===== src/hw/bsct_pkg.sv =====
// shared types and constants of the bit set/clear/test execution block
package bsct_pkg;

    // ----------------------------------------
    // widths
    // ----------------------------------------
    localparam int BSCT_ADDR_W = 8;
    localparam int BSCT_DATA_W = 8;
    localparam int BSCT_BIT_W = 3;

    // ----------------------------------------
    // operations
    // ----------------------------------------
    typedef enum logic [1:0] {
        bit_clear_op = 2'h0,
        bit_set_op = 2'h1,
        skip_if_bit_clear_op = 2'h2,
        skip_if_bit_set_op = 2'h3
    } bsct_op_t;

    // ----------------------------------------
    // sequencer states, one-hot
    // ----------------------------------------
    typedef enum logic [1:0] {
        bsct_st_exec = 2'h1,
        bsct_st_discard = 2'h2
    } bsct_state_t;

    // ----------------------------------------
    // reset values
    // ----------------------------------------
    localparam bsct_state_t BSCT_RST_STATE = bsct_st_exec;
    localparam logic [BSCT_ADDR_W-1:0] BSCT_RST_ADDR = 8'h00;
    localparam logic [BSCT_DATA_W-1:0] BSCT_RST_DATA = 8'h00;
    localparam logic [BSCT_DATA_W-1:0] BSCT_BIT0_MASK = 8'h01;

endpackage


===== src/hw/bsct_alu_if.sv =====
// carrier between the sequencer and the bit operation unit
interface bsct_alu_if;
    import bsct_pkg::*;

    bsct_op_t op;
    logic [BSCT_DATA_W-1:0] operand;
    logic [BSCT_BIT_W-1:0] bit_idx;
    logic [BSCT_DATA_W-1:0] result;
    logic write;
    logic skip;

    modport alu (
        input op,
        input operand,
        input bit_idx,
        output result,
        output write,
        output skip
    );

    modport core (
        output op,
        output operand,
        output bit_idx,
        input result,
        input write,
        input skip
    );
endinterface


===== src/hw/bsct_bit_alu.sv =====
// single-bit clear, set and test unit
module bsct_bit_alu
    import bsct_pkg::*;
(
    bsct_alu_if.alu p
);

    // ----------------------------------------
    // bit operation
    // ----------------------------------------
    logic [BSCT_DATA_W-1:0] mask;
    logic tested;

    always_comb begin
        mask = BSCT_BIT0_MASK << p.bit_idx;
        tested = p.operand[p.bit_idx];
        p.result = p.operand;
        p.write = 1'b0;
        p.skip = 1'b0;
        unique case (p.op)
            bit_clear_op: begin
                p.result = p.operand & ~mask;
                p.write = 1'b1;
            end
            bit_set_op: begin
                p.result = p.operand | mask;
                p.write = 1'b1;
            end
            skip_if_bit_clear_op: begin
                p.skip = ~tested;
            end
            skip_if_bit_set_op: begin
                p.skip = tested;
            end
        endcase
    end

endmodule


===== src/hw/bsct_exec.sv =====
// execution of the four single-bit instructions
module bsct_exec
    import bsct_pkg::*;
(
    input wire logic clk_sys,
    input wire logic arst_n,
    input wire logic issue_valid,
    input wire logic issue_is_bit,
    input wire bsct_op_t issue_op,
    input wire logic [BSCT_ADDR_W-1:0] issue_addr,
    input wire logic [BSCT_BIT_W-1:0] issue_bit,
    output logic [BSCT_ADDR_W-1:0] rf_raddr,
    input wire logic [BSCT_DATA_W-1:0] rf_rdata,
    output logic rf_we,
    output logic [BSCT_ADDR_W-1:0] rf_waddr,
    output logic [BSCT_DATA_W-1:0] rf_wdata,
    output logic retire,
    output logic retire_nop,
    output logic skip_pending
);

    // ----------------------------------------
    // elaboration checks
    // ----------------------------------------
    // one bit index value per data bit
    if (BSCT_DATA_W != (1 << BSCT_BIT_W)) begin : g_bad_bit_w
        $error("bit index width does not match data width");
    end
    // full register address range of the operand
    if (BSCT_ADDR_W != 8) begin : g_bad_addr_w
        $error("register address must be eight bits");
    end
    // sequencer codes one-hot
    if ($countones(bsct_st_exec) != 1 || $countones(bsct_st_discard) != 1) begin : g_bad_state
        $error("sequencer state codes must be one-hot");
    end
    // one flip-flop per sequencer state
    if ($bits(bsct_state_t) != 2) begin : g_bad_state_w
        $error("sequencer state needs one bit per state");
    end
    // mask source is bit 0 alone
    if (BSCT_BIT0_MASK != 8'h01) begin : g_bad_mask
        $error("bit mask seed must be bit 0");
    end
    // four operations in the op code
    if ($bits(bsct_op_t) != 2) begin : g_bad_op_w
        $error("operation code must be two bits");
    end
    // idle after reset, no discard owed
    if (BSCT_RST_STATE != bsct_st_exec) begin : g_bad_rst
        $error("reset state must be the execute state");
    end

    // ----------------------------------------
    // state
    // ----------------------------------------
    typedef struct packed {
        // sequencer position
        bsct_state_t state;
        // write strobe and its target
        logic we;
        logic [BSCT_ADDR_W-1:0] waddr;
        logic [BSCT_DATA_W-1:0] wdata;
        // retire pulses
        logic retire;
        logic nop;
    } bsct_regs_t;

    // ----------------------------------------
    // value after reset
    // ----------------------------------------
    // no strobe, no pulse, no discard owed
    localparam bsct_regs_t BSCT_RST_REGS = '{
        state: BSCT_RST_STATE,
        we: 1'b0,
        waddr: BSCT_RST_ADDR,
        wdata: BSCT_RST_DATA,
        retire: 1'b0,
        nop: 1'b0
    };

    bsct_regs_t q;
    bsct_regs_t next_q;

    // ----------------------------------------
    // bit operation unit
    // ----------------------------------------
    bsct_alu_if alu_bus ();

    bsct_bit_alu u_alu (
        .p(alu_bus.alu)
    );

    // ----------------------------------------
    // operand fetch
    // ----------------------------------------
    assign alu_bus.op = issue_op;
    assign alu_bus.bit_idx = issue_bit;

    // ----------------------------------------
    // write forwarding
    // ----------------------------------------
    // pending write not yet in the register file
    wire [BSCT_ADDR_W-1:0] addr_eq;
    wire [BSCT_DATA_W-1:0] operand_sel;
    logic fwd_hit;

    for (genvar i = 0; i < BSCT_ADDR_W; i++) begin : g_addr_eq
        assign addr_eq[i] = (q.waddr[i] == issue_addr[i]);
    end

    assign fwd_hit = q.we && (&addr_eq);

    for (genvar j = 0; j < BSCT_DATA_W; j++) begin : g_operand
        assign operand_sel[j] = fwd_hit ? q.wdata[j] : rf_rdata[j];
    end

    assign alu_bus.operand = operand_sel;

    // ----------------------------------------
    // slot decode
    // ----------------------------------------
    logic in_exec;
    logic in_discard;
    logic bit_fire;
    logic wr_fire;
    logic skip_fire;
    logic discard_fire;

    assign in_exec = (q.state == bsct_st_exec);
    assign in_discard = (q.state == bsct_st_discard);
    // a bit op runs only when no discard is owed
    assign bit_fire = in_exec && issue_valid && issue_is_bit;
    // clear and set write back, tests never do
    assign wr_fire = bit_fire && alu_bus.write;

    // ----------------------------------------
    // skip bookkeeping
    // ----------------------------------------
    // a test whose bit matched owes one discarded slot
    assign skip_fire = bit_fire && alu_bus.skip;
    // any valid slot pays off an owed discard
    assign discard_fire = in_discard && issue_valid;

    // ----------------------------------------
    // sequencer
    // ----------------------------------------
    always_comb begin
        next_q = q;
        // strobes last one cycle
        next_q.we = 1'b0;
        next_q.retire = 1'b0;
        next_q.nop = 1'b0;
        unique case (q.state)
            bsct_st_exec: begin
                // every bit op retires with a pulse one cycle later
                if (bit_fire) begin
                    next_q.retire = 1'b1;
                end
                // clear and set land one cycle later
                if (wr_fire) begin
                    next_q.we = 1'b1;
                    next_q.waddr = issue_addr;
                    next_q.wdata = alu_bus.result;
                end
                // tested bit matched, next slot is owed
                if (skip_fire) begin
                    next_q.state = bsct_st_discard;
                end
            end
            bsct_st_discard: begin
                // the owed slot retires as a nop, nothing written
                if (discard_fire) begin
                    next_q.nop = 1'b1;
                    next_q.state = bsct_st_exec;
                end
            end
        endcase
    end

    // ----------------------------------------
    // state register
    // ----------------------------------------
    always_ff @(posedge clk_sys or negedge arst_n) begin
        if (!arst_n) begin
            q <= BSCT_RST_REGS;
        end else begin
            q <= next_q;
        end
    end

    // ----------------------------------------
    // read port
    // ----------------------------------------
    assign rf_raddr = issue_addr;

    // ----------------------------------------
    // write port
    // ----------------------------------------
    assign rf_we = q.we;
    assign rf_waddr = q.waddr;
    assign rf_wdata = q.wdata;

    // ----------------------------------------
    // retire flags
    // ----------------------------------------
    assign retire = q.retire;
    assign retire_nop = q.nop;

    // ----------------------------------------
    // skip status
    // ----------------------------------------
    assign skip_pending = in_discard;

endmodule


===== config.mk =====
export PLATFORM = sky130hd
export DESIGN_NAME = bsct_exec
export DESIGN_NICKNAME = d
export VERILOG_FILES = /design/src/hw/bsct_pkg.sv /design/src/hw/bsct_alu_if.sv /design/src/hw/bsct_bit_alu.sv /design/src/hw/bsct_exec.sv
export SDC_FILE = /design/constraint.sdc
export NUM_CORES = 1
export LEC_CHECK = 0
export ABC_AREA = 1
export BUFFER_PORTS_ARGS = -buffer_cell sky130_fd_sc_hd__buf_2
export CAP_MARGIN = 20
export CORE_MARGIN = 2
export CORE_UTILIZATION = 45
export DETAILED_ROUTE_END_ITERATION = 6
export GPL_TIMING_DRIVEN = 0
export PLACE_DENSITY_LB_ADDON = 0.12
export SETUP_SLACK_MARGIN = 0.5
export SYNTH_ARGS = -nofsm -noshare
export SYNTH_HDL_FRONTEND = slang
export SYNTH_HIERARCHICAL = 1
export SYNTH_SLANG_ARGS = --single-unit

===== constraint.sdc =====
create_clock -name clk_sys -period 1.7 [get_ports clk_sys]
set_input_delay 0.255 -clock clk_sys [delete_from_list [all_inputs] [get_ports clk_sys]]
set_output_delay 0.255 -clock clk_sys [all_outputs]
set_load 0.005 [all_outputs]

==> flow_metrics.py, run 1 <==
metrics = {
    "clock_network": {
        "path_clk_slew_ps": 130,
        "root_buffer": "clkbuf_4",
        "cts_tree": "built",
        "cts_max_path_buffers": 2,
        "cts_buffers": 3,
        "cts_max_level": 1,
        "clkLatencyLatePin_ps": 310,
        "numClockSinks": 21,
    },
    "status": {
        "status": "finished, violations left",
        "violations": "negative setup slack",
    },
    "sta": {
        "maxSlewViolCount": 0,
        "min_period_ps": 1920,
        "worst_slew_pin_slew_ps": 483,
        "finClkSkew_ps": 5.18,
        "hold_viol": 0,
        "setup_ws_ps": -219,
        "grt_setup_unrepaired": "true",
        "slew_headroom_pct": 67.8,
        "max_freq_ghz": 0.521,
        "min_period_over_period_pct": 113,
        "finalSetupViolCount": 3,
    },
    "floorplanning": {
        "fp.dieArea_mm2": 0.00400,
        "fp.dieW_um": 63.3,
        "core_mm2": 0.00336,
        "fp.dieH_um": 63.3,
        "ios": 53,
        "start_util_pct": 47.0,
        "std_cell_rows": 21,
    },
    "worst_setup_path": {
        "worst_path_most_repeated_cell": "nand2_1",
        "cp.buffers_inverters": 2,
        "critical_path.max_stage_delay_ps": 410,
        "worst-path-stages": 17,
        "worstPathCellList": "or2_1 -> nand3_1 -> nor2_4 -> buf_6 -> nand3_2 -> nand2_2 -> nand2_1 -> nand2_1 -> nand2_1 -> nand3_2 -> nand2_1 -> nand2_1 -> nand2_1 -> nand2_1 -> nand3_1 -> o21ai_2 -> inv_1",
        "startpoint_type": "flop",
        "crit_family": "simple AND/OR/NAND/NOR gates",
        "cp_slowest_cell": "dfrtp_1",
        "critPathCaptureType": "flop",
        "worstSetupPathType": "reg -> reg",
        "cp.arrival_ps": 2140,
        "worstPathRequired_ps": 1920,
        "crit_path_max_fanout": 4,
        "rr_worst_depth": 17,
    },
    "layout": {
        "multiInputGateArea_um2": 787,
        "nNetsFinal": 324,
        "drive_above_1_share_pct": 46.6,
        "layout_common_cells": "87 x nand2_1, 41 x buf_6, 35 x buf_2, 23 x inv_1, 20 x dfrtp_1",
        "diodes": 0,
        "regArea_um2": 527,
        "syn2layout_area_growth_pct": 46.8,
        "nFillCells": 304,
        "final_common_cell": "nand2_1",
        "fin_area_mm2": 0.00232,
    },
    "place": {
        "place_area_mm2": 0.00189,
        "place_hpwl_um": 2430,
        "finalWeightedCongestion": 0.821,
        "io_buffers": 50,
    },
    "synthesis": {
        "synth-async-reset-ratio_pct": 100,
        "muxShareOfSynthArea_pct": 5.06,
        "netlist-cell-type-count": 23,
        "synth_compound_area_share_pct": 3.40,
        "synth-adder-area-share_pct": 0,
        "synth_xor_area_share_pct": 0.554,
        "synth_top_family_by_area": "simple AND/OR/NAND/NOR gates",
        "synth-seq-cells": 21,
        "syn-mean-instance-area_um2": 6.97,
        "netlist_area_mm2": 0.00158,
        "synth_area_leaders": "dfrtp_1 32%, nand2_1 23%, buf_4 11%, inv_1 5.5%, mux2i_1 5.1%",
        "ys_seq_area_share_pct": 33.3,
        "syn_nets": 252,
        "yosys_most_used_dff": "dfrtp_1",
        "yosys.area_share.simple_pct": 36.4,
        "ys.warnings.count": 6,
        "synth.top_cell.area_share_pct": 31.6,
        "synth_edf_count": 0,
        "yosys.area.top_type": "dfrtp_1",
        "postSynthCellCount": 227,
    },
    "detailed_routing": {
        "antenna_left": 0,
        "drt-vias-per-instance": 4.37,
        "wl_um": 3550,
        "drt_iter0_drc": 55,
        "first_pass_iters": 4,
        "vias": 1502,
        "wl_per_cell_um": 10.3,
        "drc": 0,
    },
    "power": {
        "p_per_area_mw_per_mm2": 1160,
        "leakage_nw": 1.38,
        "p_total_mw": 2.68,
        "max-vdd-ir-drop_mv": 0.962,
    },
    "global_route": {
        "grt_pass1_vias": 1335,
        "track_usage_pct": 18.3,
        "grt_max_degree": 22,
        "antenna_found_initial": 0,
        "grt_first_pass_wirelength_um": 5930,
        "grt_overflow": 0,
    },
    "flow_run": {
        "maxCapViolCount": 0,
    },
    "worst_hold_path": {
        "hp-class": "in -> reg",
        "whs_path_depth": 3,
    },
}
## state kept, by name, indices dropped and copies added, names as in the netlist
name	count
retire_nop	1
rf_wdata	8
rf_we	1
q	2
retire	1
rf_waddr	8
## synth_stat cells, types with 3 or more instances
cell type / count
inv_2: 10
mux2i_1: 8
buf_2: 3
nor2_1: 4
inv_1: 23
nor2_4: 3
nand2_1: 96
nor2_2: 3
buf_4: 24
dfrtp_1: 20
nand3_1: 13
o21ai_1: 9
## metrics by stage
step / hold slack (ps) / TNS (ps) / setup slack [ps] / instances / util, %
6_report: 176 / -516 / -219 / 344 / 69.0
5_1_grt: 170 / -1200 / -451 / 344 / 69.0
4_1_cts: 159 / -553 / -221 / 337 / 66.8
3_5_place_dp: 251 / -570 / -330 / 323 / 56.2
3_3_place_gp: 244 / -480 / -285 / 323 / 56.2
2_1_floorplan: -40.6 / -9.15 / -9.15 / 227 / -
## logic make-up (layout without fill, tap and decap cells)
logic type | Yosys count | after routing
flops | 21 | 21
compound gates | 10 | 10
xor+xnor | 1 | 1
buf+inv | 62 | 133
mux | 8 | 8
simple gates | 125 | 125
## final timing paths
path	slack (ps)	from	endpoint
worst max-delay path	-220	rf_waddr[0]	q[20]
worst min register to register	530	q[19]	q[19]
worst max register to register	-220	rf_waddr[0]	q[20]
max in group asynchronous	930	arst_n	q[19]
worst min-delay path	180	issue_valid	q[19]
min in group asynchronous	420	arst_n	rf_waddr[3]
## power by group
| part | leakage (nW) | switching [mW] | total, mW | internal, mW |
|---|---|---|---|---|
| clock | 0.0177 | 0.163 | 0.251 | 0.0880 |
| combinational | 1.09 | 0.560 | 1.53 | 0.970 |
| sequential | 0.270 | 0.195 | 0.904 | 0.709 |
## layout make-up
cell class	instances	area share [%]
multi-input cells	144	33.9
flip-flops and latches	21	22.7
repair buffers	67	22.0
plain buffers	28	12.0
inverters	34	5.71
well taps	46	2.48
clock buffers	3	0.970
clock inverters	1	0.216
## worst min-delay path, delay by kind of cell
family	cells	cell delay, ps
buffers and inverters	2	170
AO/OA/AOI/OAI	1	70
## timing repair
| action | in CTS | in global routing |
|---|---|---|
| setup endpoints to repair | 35 | 36 |
| gates resized for setup | 64 | 5 |
| hold buffers | 1 | 0 |
| pin swaps | 23 | 3 |
| hold endpoints to repair | 20 | 0 |
| cloned | 1 | 0 |
| buffers inserted | 8 | 7 |
## per-layer routing
| metal | track usage, % | routed length (µm) | up-vias | part of all wire [%] |
|---|---|---|---|---|
| li1 | - | - | 800 | - |
| met1 | 24.7 | 1560 | 667 | 44 |
| met2 | 30.9 | 1830 | 33 | 51 |
| met3 | 3.75 | 151 | 2 | 4.3 |
| met4 | 2.99 | 10 | 0 | 0.28 |
| met5 | 0 | 0 | - | 0 |
Power figures use the tool's default switching activity.
==> run 2: changes to the inputs <==
--- a/config.mk
+++ b/config.mk
@@ -8,8 +8,7 @@
 export ABC_AREA = 1
 export BUFFER_PORTS_ARGS = -buffer_cell sky130_fd_sc_hd__buf_2
 export CAP_MARGIN = 20
-export CORE_MARGIN = 2
-export CORE_UTILIZATION = 45
+export CORE_UTILIZATION = 50
 export DETAILED_ROUTE_END_ITERATION = 6
 export GPL_TIMING_DRIVEN = 0
 export PLACE_DENSITY_LB_ADDON = 0.12
==> constraint.sdc (replaced) <==
create_clock -name clk_sys -period 1.8 [get_ports clk_sys]
set_input_delay 0.27 -clock clk_sys [delete_from_list [all_inputs] [get_ports clk_sys]]
set_output_delay 0.27 -clock clk_sys [all_outputs]
set_load 0.005 [all_outputs]
==> run 2 against run 1 <==
Compared with the run above:
- the flow still finishes with violations (negative setup slack)
- clock power shrank 8%
- sequential share of layout area rose by 2.1 points
- global-route usage grew 2.7 points
- combinational power is 29% lower
- maximum frequency shrank 1.2%
- non-clock buffer count is 8 lower
- via count grew 0.67%
- final area down 8.6%
- wire length down 5.4%
- sequential cell count did not move
- critical path depth increased by 2
- critical path type unchanged
- highest routed layer unchanged
==> flow_metrics.py, run 2 (synthesis gave the netlist of run 1 again) <==
metrics = {
    "power": {
        "max-vdd-ir-drop_mv": 0.711,
        "p_total_mw": 2.15,
        "p_sw_share_pct": 36.7,
        "combPwrFrac_pct": 50.4,
        "p_int_mw": 1.36,
        "p_per_area_mw_per_mm2": 1010,
        "leakage_nw": 1.28,
        "clkPwrFrac_pct": 10.8,
        "seqPwrFrac_pct": 38.8,
        "p_switching_uw": 788,
    },
    "worst_hold_path": {
        "hp-class": "in -> reg",
    },
    "clock_network": {
        "clkLatencyLatePin_ps": 300,
        "cts_max_level": 1,
        "numClockSinks": 21,
        "cts_buffers": 3,
        "cts_tree": "built",
        "path_clk_slew_ps": 120,
        "cts_max_path_buffers": 2,
        "root_buffer": "clkbuf_4",
    },
    "sta": {
        "min_period_ps": 1940,
        "hold-worst-slack_ps": 201,
        "hold_viol": 0,
        "finalSetupViolCount": 2,
        "max_freq_ghz": 0.515,
        "setup_tns_ps": -208,
        "slew_headroom_pct": 68.1,
        "min_period_over_period_pct": 108,
        "setup_ws_ps": -142,
        "maxSlewViolCount": 0,
        "finClkSkew_ps": 7.59,
        "grt_setup_unrepaired": "true",
        "worst_slew_pin_slew_ps": 479,
    },
    "global_route": {
        "grt_use_met3_pct": 2.68,
        "gr-usage-met1_pct": 26.8,
        "grt_max_degree": 22,
        "track_usage_pct": 21.0,
        "grt_pass1_vias": 1313,
        "grt_first_pass_wirelength_um": 5480,
        "grt_overflow": 0,
        "antenna_found_initial": 0,
        "busiest_layer": "met2",
        "use_met2_pct": 37.3,
    },
    "floorplanning": {
        "std_cell_rows": 20,
        "core_mm2": 0.00303,
        "start_util_pct": 52.2,
        "fp.dieArea_mm2": 0.00339,
        "fp.dieH_um": 58.2,
        "fp.dieW_um": 58.2,
        "ios": 53,
    },
    "place": {
        "finalWeightedCongestion": 0.902,
        "place_area_mm2": 0.00189,
        "place_hpwl_um": 2410,
        "io_buffers": 50,
        "pre_cts_ws_ps": -223,
        "dp.cells": 321,
    },
    "worst_setup_path": {
        "cp.arrival_ps": 2150,
        "worstPathRequired_ps": 2010,
        "cp_slowest_cell": "dfrtp_1",
        "critical_path.max_stage_delay_ps": 430,
        "crit_family": "simple AND/OR/NAND/NOR gates",
        "worstSetupPathType": "reg -> reg",
        "critPathCaptureType": "flop",
        "cp.buffers_inverters": 3,
        "startpoint_type": "flop",
        "crit_path_max_fanout": 8,
        "worst_path_most_repeated_cell": "nand2_1",
        "worstPathCellList": "nand2_1 -> o21ai_1 -> inv_2 -> nand2_1 -> nor2_4 -> buf_12 -> nand2_8 -> nand2_1 -> nand2_1 -> nand2_1 -> nand2_1 -> nand2_1 -> nand3_2 -> nand3_2 -> nand2_1 -> nand2_1 -> nand3_2 -> o21ai_2 -> inv_1",
    },
    "detailed_routing": {
        "drt_iter0_drc": 46,
        "first_pass_iters": 5,
        "drt-vias-per-instance": 4.51,
        "wl_per_cell_um": 10.0,
        "drc": 0,
        "antenna_left": 0,
        "vias": 1512,
        "wl_um": 3350,
    },
    "layout": {
        "fin_area_mm2": 0.00212,
        "final_util_pct": 70.1,
        "fin_cells": 335,
        "syn2layout_area_growth_pct": 34.2,
        "nNetsFinal": 317,
        "layout_common_cells": "82 x nand2_1, 50 x buf_2, 29 x buf_4, 23 x inv_1, 20 x dfrtp_1",
        "diodes": 0,
        "final_common_cell": "nand2_1",
        "drive_above_1_share_pct": 46.0,
    },
    "status": {
        "status": "finished, violations left",
        "violations": "negative setup slack",
    },
    "flow_run": {
        "maxCapViolCount": 0,
    },
}
-- run 2: cell types whose count changed in the layout (fill, tap and decap cells not counted), sizes merged --
| cell | previous run | this run |
|---|---|---|
| buf | 94 | 86 |
| clkbuf | 3 | 4 |
| clkinv | 1 | 0 |
| nor2 | 11 | 12 |
-- run 2: power by group through the flow --
stage	registers, mW	clock network (mW)	logic, mW
finish	0.833	0.232	1.08
detailed placement	0.838	0	0.952
floorplan	0.805	0	0.669
CTS	0.828	0.240	1.05
global route	0.862	0.258	1.20
global placement	0.836	0	0.927
-- run 2: cell type report --
cell class	count	area, µm²
repair buffers	59	347
flip-flops and latches	21	527
multi-input cells	145	812
inverters	34	133
well taps	44	55.1
fillers	282	906
clock buffers	4	26.3
plain buffers	28	223
-- run 2: worst paths after layout --
kind	startpoint	slack [ps]	to	cells past startpoint
worst min-delay path	issue_valid	200	q[19]	3
worst min register to register	q[19]	510	q[19]	2
min in group asynchronous	arst_n	440	rf_wdata[4]	2
max in group asynchronous	arst_n	1010	q[19]	2
worst max register to register	rf_waddr[3]	-140	q[20]	19
worst max-delay path	rf_waddr[3]	-140	q[20]	19
-- run 2: what timing repair did --
item	4_1_cts	5_1_grt
pin swaps	6	10
setup endpoints to repair	16	19
gates resized for setup	18	17
hold endpoints to repair	20	0
setup buffers	4	3
cloned	1	1
hold buffers	1	0
-- run 2: worst register-to-register path, cell delays in order, from the launching register on --
cell and delay [ps]:
dfrtp_1 430, nand2_1 80, o21ai_1 70, inv_2 50, nand2_1 70, nor2_4 160, buf_12 130, nand2_8 80
nand2_1 70, nand2_1 60, nand2_1 70, nand2_1 50, nand2_1 70, nand3_2 100, nand3_2 80, nand2_1 50
nand2_1 70, nand3_2 60, o21ai_2 70, inv_1 50
-- run 2: metal layers --
metal  vias to the layer above  part of all wire, %
met3                         4                  3.4
met4                         0                 0.72
li1                        794                    -
met5                         -                    0
met2                        36                   50
met1                       678                   46
